### config.mk
export PLATFORM = sky130hd
export DESIGN_NAME = int_xfer_list_list_regs_flat
export DESIGN_NICKNAME = d
export VERILOG_FILES = /design/src/verilog/int_xfer_list_sched_pkg.sv /design/src/verilog/hc_cmd_if.sv /design/src/verilog/int_xfer_list_list_regs.sv /design/src/flat_wrapper.sv
export SDC_FILE = /design/constraint.sdc
export NUM_CORES = 1
export LEC_CHECK = 0
export BUFFER_PORTS_ARGS = -buffer_cell sky130_fd_sc_hd__buf_2
export CORE_MARGIN = 4
export CORE_UTILIZATION = 35
export DETAILED_ROUTE_END_ITERATION = 6
export MAX_ROUTING_LAYER = met4
export PLACE_DENSITY_LB_ADDON = 0.2
export SLEW_MARGIN = 20
export SYNTH_ARGS = -nofsm -noshare
export SYNTH_HDL_FRONTEND = slang
export SYNTH_SLANG_ARGS = --single-unit
### constraint.sdc
create_clock -name ref_clk -period 8.5 [get_ports ref_clk]
set_input_delay 0.85 -clock ref_clk [delete_from_list [all_inputs] [get_ports ref_clk]]
set_output_delay 0.85 -clock ref_clk [all_outputs]
set_load 0.005 [all_outputs]
### src/verilog/int_xfer_list_sched_pkg.sv
// constants and types shared by the interrupt list register ends
package int_xfer_list_sched_pkg;
   localparam int MAP_W = 32;
   localparam int INDEX_W = 5;
   localparam int BLOCK_W = 10;
   localparam int SIZE_W = 16;
   localparam int CODE_W = 8;

   localparam logic [7:0] CMD_RD_BLOCK = 8'h53;
   localparam logic [7:0] CMD_WR_BLOCK = 8'hD3;
   localparam logic [7:0] CMD_RD_DONE = 8'h17;
   localparam logic [7:0] CMD_RD_SKIP = 8'h18;
   localparam logic [7:0] CMD_WR_SKIP = 8'h98;
   localparam logic [7:0] CMD_RD_FINAL = 8'h19;
   localparam logic [7:0] CMD_WR_FINAL = 8'h99;
   localparam logic [7:0] CMD_RD_ACTIVE = 8'h1A;
   localparam logic [7:0] CMD_RD_ASYNC = 8'h34;
   localparam logic [7:0] CMD_WR_ASYNC = 8'hB4;

   localparam logic [9:0] BLOCK_BYTES_RESET = 10'h040;
   localparam logic [31:0] BLOCK_BYTES_MAX = 32'h0000_0400;
   localparam logic [31:0] BLOCK_ALIGN_MASK = 32'h0000_0007;
   localparam logic [15:0] ASYNC_BYTES_RESET = 16'h0200;
   localparam logic [31:0] ASYNC_BYTES_MAX = 32'h0000_1000;
   localparam logic [31:0] MAP_RESET = 32'h0000_0000;
   localparam logic [4:0] INDEX_RESET = 5'h00;
   localparam logic [4:0] INDEX_LAST = 5'h1F;

   // host-side register offsets on the software port
   localparam logic [1:0] HOST_CMD_OFS = 2'h0;
   localparam logic [1:0] HOST_WDATA_OFS = 2'h1;
   localparam logic [1:0] HOST_RDATA_OFS = 2'h2;
   localparam logic [1:0] HOST_STATUS_OFS = 2'h3;
   localparam int STAT_BUSY_BIT = 0;
   localparam int STAT_ANSWER_BIT = 1;
   localparam int STAT_REFUSED_BIT = 2;

   typedef enum logic [1:0] {
      DEV_IDLE = 2'b00,
      DEV_SCAN = 2'b01,
      DEV_WAIT = 2'b10,
      DEV_ASYNC = 2'b11
   } dev_state_t;

   typedef enum logic [1:0] {
      HOST_IDLE = 2'b00,
      HOST_CMD = 2'b01,
      HOST_DATA = 2'b10,
      HOST_WAITRD = 2'b11
   } host_state_t;
endpackage

### src/verilog/hc_cmd_if.sv
// command port joining the driver end to the list register end
`timescale 1ns/1ns
interface hc_cmd_if;
   logic cmdStrobe;
   logic [7:0] cmdCode;
   logic dataStrobe;
   logic [31:0] wrData;
   logic rdValid;
   logic [31:0] rdData;

   modport device (
      input cmdStrobe,
      input cmdCode,
      input dataStrobe,
      input wrData,
      output rdValid,
      output rdData
   );
   modport host (
      output cmdStrobe,
      output cmdCode,
      output dataStrobe,
      output wrData,
      input rdValid,
      input rdData
   );
endinterface

### src/verilog/int_xfer_list_list_regs.sv
// interrupt list registers and descriptor scheduler, controller end
//
// Added by the designer: the address-and-strobe port.
`timescale 1ns/1ns
module int_xfer_list_list_regs #(
   parameter int NUM_BLOCKS = int_xfer_list_sched_pkg::MAP_W
) (
   input wire logic ref_clk,
   input wire logic reset,
   hc_cmd_if.device link,
   input wire logic frameTick,
   input wire logic serviceDone,
   input wire logic serviceAck,
   output logic serviceReq,
   output logic [int_xfer_list_sched_pkg::INDEX_W-1:0] servicedIndex,
   output logic [int_xfer_list_sched_pkg::SIZE_W-1:0] descAddr,
   output logic asyncStart,
   output logic [int_xfer_list_sched_pkg::SIZE_W-1:0] asyncBufferBytes
);
   import int_xfer_list_sched_pkg::*;

   // each map holds one bit per block, so the block count is fixed at the map width
   // and a different value is refused while the design is put together
   if (NUM_BLOCKS != MAP_W) begin : badBlockCount
      $error("NUM_BLOCKS must equal the map width");
   end

   typedef struct packed {
      dev_state_t st;
      logic [CODE_W-1:0] code;
      logic [BLOCK_W-1:0] blockBytes;
      logic [MAP_W-1:0] doneMap;
      logic [MAP_W-1:0] frameDone;
      logic [MAP_W-1:0] skipMap;
      logic [MAP_W-1:0] finalMap;
      logic [SIZE_W-1:0] asyncBytes;
      logic [INDEX_W-1:0] idx;
      logic serviceReq;
      logic [SIZE_W-1:0] descAddr;
      logic asyncStart;
      logic rdValid;
      logic [MAP_W-1:0] rdData;
   } dev_t;

   dev_t s;
   dev_t next_s;
   logic doneRead;
   logic [MAP_W-1:0] ackBit;

   always_comb begin
      next_s = s;
      next_s.asyncStart = 1'b0;
      next_s.rdValid = 1'b0;
      next_s.rdData = MAP_RESET;
      ackBit = MAP_RESET;
      doneRead = 1'b0;

      // code latched first, acted on at data access
      if (link.cmdStrobe) begin
         next_s.code = link.cmdCode;
      end
      if (link.dataStrobe) begin
         case (s.code)
            CMD_RD_BLOCK: begin
               next_s.rdValid = 1'b1;
               next_s.rdData = {22'h00_0000, s.blockBytes};
            end
            // only ten bits stored, rest reads zero
            CMD_WR_BLOCK: next_s.blockBytes = link.wrData[BLOCK_W-1:0];
            // done map and active index reads
            CMD_RD_DONE: begin
               next_s.rdValid = 1'b1;
               next_s.rdData = s.doneMap;
               doneRead = 1'b1;
            end
            CMD_RD_ACTIVE: begin
               next_s.rdValid = 1'b1;
               // index in bits four to zero
               next_s.rdData = {27'h000_0000, s.idx};
            end
            CMD_RD_SKIP: begin
               next_s.rdValid = 1'b1;
               next_s.rdData = s.skipMap;
            end
            CMD_WR_SKIP: next_s.skipMap = link.wrData;
            CMD_RD_FINAL: begin
               next_s.rdValid = 1'b1;
               next_s.rdData = s.finalMap;
            end
            CMD_WR_FINAL: next_s.finalMap = link.wrData;
            CMD_RD_ASYNC: begin
               next_s.rdValid = 1'b1;
               next_s.rdData = {16'h0000, s.asyncBytes};
            end
            CMD_WR_ASYNC: next_s.asyncBytes = link.wrData[SIZE_W-1:0];
            default: begin
               // unknown read codes still answer zero so a driver never hangs
               next_s.rdValid = ~s.code[7];
            end
         endcase
      end

      // bit only for a serviced, acknowledged descriptor
      if (s.st == DEV_WAIT && serviceDone && serviceAck) begin
         ackBit[s.idx] = 1'b1;
      end

      // frame results reach the done map at frame edge
      if (frameTick) begin
         next_s.frameDone = ackBit;
      end else begin
         next_s.frameDone = s.frameDone | ackBit;
      end
      // bits committed by the same edge survive the read
      if (doneRead && frameTick) begin
         next_s.doneMap = s.frameDone;
      end else if (doneRead) begin
         next_s.doneMap = MAP_RESET;
      end else if (frameTick) begin
         next_s.doneMap = s.doneMap | s.frameDone;
      end

      case (s.st)
         DEV_IDLE, DEV_ASYNC: begin
            if (frameTick) begin
               next_s.st = DEV_SCAN;
               next_s.idx = INDEX_RESET;
            end
         end
         DEV_SCAN: begin
            // skip bit set passes the block over
            if (s.skipMap[s.idx]) begin
               // final block ends the list even when skipped
               if (s.finalMap[s.idx] || s.idx == INDEX_LAST) begin
                  next_s.st = DEV_ASYNC;
                  next_s.asyncStart = 1'b1;
               end else begin
                  next_s.idx = s.idx + 5'h01;
               end
            end else begin
               next_s.st = DEV_WAIT;
               next_s.serviceReq = 1'b1;
               // bit n maps to block n, offset n blocks
               next_s.descAddr = SIZE_W'({11'h000, s.idx} * {6'h00, s.blockBytes});
            end
         end
         DEV_WAIT: begin
            if (serviceDone) begin
               next_s.serviceReq = 1'b0;
               // move to the async list after the final one
               if (s.finalMap[s.idx] || s.idx == INDEX_LAST) begin
                  next_s.st = DEV_ASYNC;
                  next_s.asyncStart = 1'b1;
               end else begin
                  next_s.st = DEV_SCAN;
                  next_s.idx = s.idx + 5'h01;
               end
            end
         end
         default: next_s.st = DEV_IDLE;
      endcase
   end

   always_ff @(posedge ref_clk) begin
      if (reset) begin
         s.st <= DEV_IDLE;
         s.code <= 8'h00;
         // block size resets to 64 bytes
         s.blockBytes <= BLOCK_BYTES_RESET;
         s.doneMap <= MAP_RESET;
         s.frameDone <= MAP_RESET;
         s.skipMap <= MAP_RESET;
         s.finalMap <= MAP_RESET;
         s.asyncBytes <= ASYNC_BYTES_RESET;
         s.idx <= INDEX_RESET;
         s.serviceReq <= 1'b0;
         s.descAddr <= 16'h0000;
         s.asyncStart <= 1'b0;
         s.rdValid <= 1'b0;
         s.rdData <= MAP_RESET;
      end else begin
         s <= next_s;
      end
   end

   assign link.rdValid = s.rdValid;
   assign link.rdData = s.rdData;
   assign serviceReq = s.serviceReq;
   assign servicedIndex = s.idx;
   assign descAddr = s.descAddr;
   assign asyncStart = s.asyncStart;
   assign asyncBufferBytes = s.asyncBytes;
endmodule

### src/flat_wrapper.sv
// flat-port wrapper written by rule: the top's interface ports become plain ports
module int_xfer_list_list_regs_flat import int_xfer_list_sched_pkg::*;
#(
   parameter int NUM_BLOCKS = int_xfer_list_sched_pkg::MAP_W
)
  (ref_clk, reset, frameTick, serviceDone, serviceAck, serviceReq, servicedIndex, descAddr, asyncStart, asyncBufferBytes, link_cmdStrobe, link_cmdCode, link_dataStrobe, link_wrData, link_rdValid, link_rdData);
  hc_cmd_if link_i ();
  input wire logic ref_clk;
  input wire logic reset;
  input wire logic frameTick;
  input wire logic serviceDone;
  input wire logic serviceAck;
  output logic serviceReq;
  output logic [int_xfer_list_sched_pkg::INDEX_W-1:0] servicedIndex;
  output logic [int_xfer_list_sched_pkg::SIZE_W-1:0] descAddr;
  output logic asyncStart;
  output logic [int_xfer_list_sched_pkg::SIZE_W-1:0] asyncBufferBytes;
  input wire logic [$bits(link_i.cmdStrobe)-1:0] link_cmdStrobe;
  input wire logic [$bits(link_i.cmdCode)-1:0] link_cmdCode;
  input wire logic [$bits(link_i.dataStrobe)-1:0] link_dataStrobe;
  input wire logic [$bits(link_i.wrData)-1:0] link_wrData;
  output wire logic [$bits(link_i.rdValid)-1:0] link_rdValid;
  output wire logic [$bits(link_i.rdData)-1:0] link_rdData;
  assign link_i.cmdStrobe = link_cmdStrobe;
  assign link_i.cmdCode = link_cmdCode;
  assign link_i.dataStrobe = link_dataStrobe;
  assign link_i.wrData = link_wrData;
  assign link_rdValid = link_i.rdValid;
  assign link_rdData = link_i.rdData;
  int_xfer_list_list_regs #(.NUM_BLOCKS(NUM_BLOCKS)) u_core (.ref_clk(ref_clk), .reset(reset), .link(link_i), .frameTick(frameTick), .serviceDone(serviceDone), .serviceAck(serviceAck), .serviceReq(serviceReq), .servicedIndex(servicedIndex), .descAddr(descAddr), .asyncStart(asyncStart), .asyncBufferBytes(asyncBufferBytes));
endmodule
# Word-level counts from Yosys, hierarchy flattened
# Cells that the tools add are included.
dict set report totals {
  ramBits 0
  ff_bits 219
  latchBits 0
  input_bits 47
  romBits 0
  mem_count 0
  wordCells 94
}
dict set report op_classes {
  n_mul 1
  n_lt_le_gt_ge 2
  addsub 1
  reduce_logical 20
  n_shift 0
  n_bitwise 5
  div_mod_pow 0
  mux 32
  eq_ne 19
}
# operator n
set op_table {}
lappend op_table {{32-bit one-hot mux with 6 select lines} 1}
lappend op_table {{32-bit two-way mux} 5}
lappend op_table {{32-bit OR} 2}
lappend op_table {{8-bit by 5-bit equality test with 1-bit output (second input constant)} 4}
lappend op_table {{8-bit equality test (second input constant)} 4}
lappend op_table {{17-bit two-way mux} 1}
lappend op_table {{5-bit by 10-bit multiplier with 15-bit output} 1}
lappend op_table {{5-bit two-way mux} 3}
lappend op_table {{5-bit one-hot mux with 3 select lines} 1}
lappend op_table {{1-bit binary-select mux with 5-bit select} 2}
lappend op_table {{2-bit two-way mux} 5}
lappend op_table {{2-bit AND reduction} 5}
lappend op_table {{3-bit AND reduction} 3}
lappend op_table {{8-bit by 6-bit equality test with 1-bit output (second input constant)} 1}
lappend op_table {{8-bit by 7-bit equality test with 1-bit output (second input constant)} 1}
lappend op_table {{1-bit two-way mux} 8}
lappend op_table {{5-bit by 6-bit less-than comparator with 1-bit output (second input constant)} 1}
lappend op_table {{6-bit two-way mux} 1}
lappend op_table {{2-bit != test (second input constant)} 3}
lappend op_table {{1-bit one-hot mux with 2 select lines} 3}
lappend op_table {{2-bit one-hot mux with 3 select lines} 1}
lappend op_table {{6-bit OR reduction} 1}
lappend op_table {{5-bit by 1-bit adder with 5-bit output (second input constant)} 1}
lappend op_table {{1-bit demux with 5-bit select} 1}
lappend op_table {{other kinds (14)} 21}

# Longest topological paths before layout
dict set report depth {
  depth_word 7
  ltp_mapped 16
  depth_no_buf 14
}

# Worst setup path after synthesis
# OpenSTA, ideal clock, no wires.
dict set report synth_path {
  path_kind {register to register}
  start {register u_core.s (netlist bit u_core.servicedIndex[3])}
  end {register, netlist name u_core.descAddr[14]}
  t_required_ps 8378
  path_slack_ps 4287
  path_buffers 2
  path_stages_with_launch 16
  arrival_time_ps 4091
  path_cell_list {dfxtp_1 clkbuf_1 clkbuf_1 and2_1 fa_1 fa_1 inv_1 fa_1 inv_1 ha_1 o21ai_0 o21ai_0 nand4_1 and3_1 o2111a_1 a311o_1}
}
dict set report synth_via {
  elab_chain_cells 4
  elab_cells_between_ends 5
  classes_between {mul (1); mux (2); bitwise (1); reduce/logical (1)}
}
# element line
set synth_lines {}
lappend synth_lines {{from (decl)} int_xfer_list_list_regs.sv:45} ;# dev_t s;
lappend synth_lines {{from (signal assigned)} int_xfer_list_list_regs.sv:182} ;# s <= next_s;
lappend synth_lines {{branches (longest 4 deep; another with 5-bit by 10-bit multiplier with 15-bit output)} n/a}
# Several ways; the timed one is not identified. The select of a mux whose other input is x is not followed.
# A chain may end at the register's enable or synchronous reset.

# Worst setup path after layout
dict set report layout_path {
  start {register u_core.s (netlist bit u_core.servicedIndex[2])}
  end {register, netlist name u_core.descAddr[14]}
}
dict set report layout_via {
  elab_chain_cells 4
  elab_cells_between_ends 5
  classes_between {mul (1); mux (2); bitwise (1); reduce/logical (1)}
}
# element
set layout_lines {}
lappend layout_lines {{branches (longest 4 deep; another with 5-bit by 10-bit multiplier with 15-bit output)}}
# Several ways; the timed one is not identified. The select of a mux whose other input is x is not followed.

==> run summary <==
largest net degree at the start of global routing -> 96
ANT nets after route -> 0
DRT iter0 DRCs -> 664
crit-path cells -> and2_1 > fa_1 > fa_1 > inv_1 > fa_1 > inv_1 > ha_1 > o21ai_0 > o21ai_0 > nand4_1 > and3_1 > o2111a_1 > a311o_1
dpl ws -> 3980 ps
Slew @ Worst Pin -> 1040 ps
Mapped Area -> 10700 um^2
Peak Freq -> 223 MHz
Die Height -> 183 um
Lkg Pwr -> 0.00481 uW
PD cells -> 195 nW/um^2
Post-synth EDFFs -> 0
maxcap violations -> 0
row count -> 63
Root Driver -> clkbuf_16
XOR/XNOR share of the synthesized area -> 0.571%
WP data arrival -> 4880 ps
Gates resized, CTS repair -> 0
vias in the first global route -> 8302
CTS Buf Count -> 25
Peak VDD IR -> 0.000133 V
Seq cells post-synth -> 219
Final Power -> 2310 uW
critical path class -> register to register
Seq. cell area -> 4380 um^2
Synth Area per Inst -> 8.90 um^2
Main synth FF type -> dfxtp_1
Rel. slew slack -> 31.0%
fin crit period -> 4480 ps
max-slew violations -> 0
final setup fails -> 0
final hold vios -> 0
clock tree sinks -> 219
largest family of logic cells by synthesized area -> compound AO/OA/AOI/OAI gates
Placed Instance Area -> 11100 um^2
Final WS setup -> 4020 ps
setup_tns -> 0 ps
post-synthesis simple-gate area fraction -> 17.0%
CP required -> 8910 ps
register area share after synthesis -> 40.8%
worst min-delay path category -> register to register
area of the multi-input gates -> 5350 um^2
CP top delay family -> adder cells
most frequent CP cell -> fa_1
clk_skew -> 7.35 ps
hold buffer count at CTS -> 0
Ys Warns -> 0
WL final -> 30200 um
initial antenna violation count -> 0
ratio of cells with drive above 1 in the final layout -> 16.3%
Die ar. -> 33500 um^2
I/O Buffers -> 117
Compound-Gate Fraction of Synth Area -> 17.1%
via count -> 8550
dpl hpwl -> 20100 um
Syn Nets -> 1308
drt first pass iters -> 7
GRT overflow -> 0
Worst setup SP type -> register
clock-pin slew on the worst setup and hold paths -> 60 ps
crit-path max cell delay -> 860 ps
post-CTS setup buffer count -> 0
final net count -> 1305
GRT Overall Usage -> 18.0%
fillcell total -> 3077
CTS tree -> done
Yosys cell types -> 62
Die W -> 183 um
wire per inst -> 18.7 um
Tcrit/Tclk final -> 52.7%
Post-Synth Adder-Cell Area -> 7.97%
# diodes -> 0
DR DRC count -> 1
Cells after Synth -> 1207
Clk Latency, worst-skew pair -> 520 ps
failing checks -> design-rule violations
global-route wire length before repair -> 47600 um
# IOs -> 119
Core Area -> 30000 um^2
buffers and inverters on the worst path -> 2
clk buf depth -> 3
Via density -> 5.30
Crit Path Max Fanout -> 26
ys async rst share -> 0%
mux cell area share after synthesis -> 6.90%
slowest CP cell -> dfxtp_1
Synth-to-Final Area Change -> 10.7%
RSZ-0062 raised after global routing -> no
crit end category -> register
outcome -> finished with violations
Routability Congestion -> 0.795
Design Area, Final -> 11900 um^2
Starting Density -> 35.8%
H-tree depth -> 1
==> final cells by class <==
type	instances	share of cell area, %
Multi-Input combinational cell	787	45.0
Sequential cell	219	36.9
Clock buffer	38	6.18
Timing Repair Buffer	129	5.71
Tap cell	390	4.11
Inverter	42	1.33
Clock inverter	8	0.821
==> logic make-up (layout without fill, tap and decap cells) <==
group / after synthesis / in the layout
compound gates: 264 / 264
fa+ha+maj: 54 / 54
mux: 59 / 59
other cells: 1 / 1
xor+xnor: 7 / 7
flops: 219 / 219
buf+inv: 201 / 217
simple gates: 402 / 402
==> power by group <==
part           switching, uW  leakage [uW]  internal, uW  total [uW]
combinational            123       0.00263          60.0         183
sequential              15.0       0.00177          1040        1050
clock                    424      0.000412           656        1080
==> sequential cells by signal, indices dropped and copies added, names as in the netlist <==
register	count
u_core.link.rdData	32
u_core.s	148
u_core.serviceReq	1
u_core.asyncStart	1
u_core.descAddr	15
u_core.asyncBufferBytes	16
u_core.link.rdValid	1
u_core.servicedIndex	5
==> synth_stat cells, types with 3 or more instances <==
cell,n,area (um^2)
buf_4,70,526
mux4_2,3,67.6
nand2_1,172,646
and3_1,10,62.6
a31oi_1,3,18.8
a222oi_1,39,390
ha_1,30,375
buf_1,4,15.0
dfxtp_1,219,4380
a211oi_1,3,22.5
nand4_1,8,50.1
nand3_1,6,30.0
clkbuf_1,76,285
o211ai_1,3,22.5
and2_1,41,257
o21ai_0,9,45.0
mux2_2,12,135
nor2_1,125,469
buf_2,8,40.0
and4b_1,3,30.0
nor3_1,9,45.0
mux2i_1,38,380
xnor2_1,6,52.6
mux4_1,6,158
o31ai_1,8,60.1
nor3b_2,3,37.5
a21o_1,4,30.0
a21oi_1,99,495
nor2b_1,4,25.0
or2_2,3,18.8
a22oi_1,76,571
inv_1,42,158
nand3b_1,3,22.5
fa_1,24,480
and3b_1,3,26.3
a211o_1,3,26.3
==> metrics by stage <==
step	instances	hold slack, ps	util, %
2_1_floorplan	1207	432	-
3_3_place_gp	1567	441	36.9
3_5_place_dp	1567	441	36.9
4_1_cts	1613	448	39.7
5_1_grt	1613	468	39.7
6_report	1613	448	39.7
==> final timing paths <==
path	start	to	slack (ps)	depth (start not counted)
setup / recovery	u_core.servicedIndex[2]	u_core.descAddr[14]	4020	13
hold / removal	u_core.descAddr[8]	u_core.descAddr[8]	450	2
setup reg to reg	u_core.servicedIndex[2]	u_core.descAddr[14]	4020	13
hold reg to reg	u_core.descAddr[8]	u_core.descAddr[8]	450	2
==> layout by cell type (no fill, tap or decap), drive strengths merged, types with 6 or more instances in the layout <==
cell / netlist / layout
nand4: 8 / 8
buf: 83 / 129
fa: 24 / 24
clkbuf: 76 / 38
nor3: 10 / 10
mux4: 9 / 9
a22oi: 76 / 76
nand3: 6 / 6
o31ai: 8 / 8
dfxtp: 219 / 219
and2: 41 / 41
and3: 10 / 10
nand2: 172 / 172
o21ai: 9 / 9
inv: 42 / 43
a21oi: 99 / 99
xnor2: 6 / 6
mux2: 12 / 12
ha: 30 / 30
mux2i: 38 / 38
a222oi: 39 / 39
nor2: 125 / 125
==> worst reg2reg max path, cell delays in order (launching register included) <==
cell	delay [ps]
dfxtp_1	860
and2_1	260
fa_1	440
fa_1	540
inv_1	50
fa_1	520
inv_1	40
ha_1	320
o21ai_0	150
o21ai_0	260
nand4_1	170
and3_1	190
o2111a_1	250
a311o_1	300
==> layer usage <==
metal	routed length (um)	GRT usage, %	vias to the layer above
met4	494	3.58	0
met5	0	-	-
met3	1590	2.28	40
met2	13300	27.3	231
li1	-	-	4154
met1	14800	25.9	4125
No activity file was read; power rests on OpenSTA's default activity.
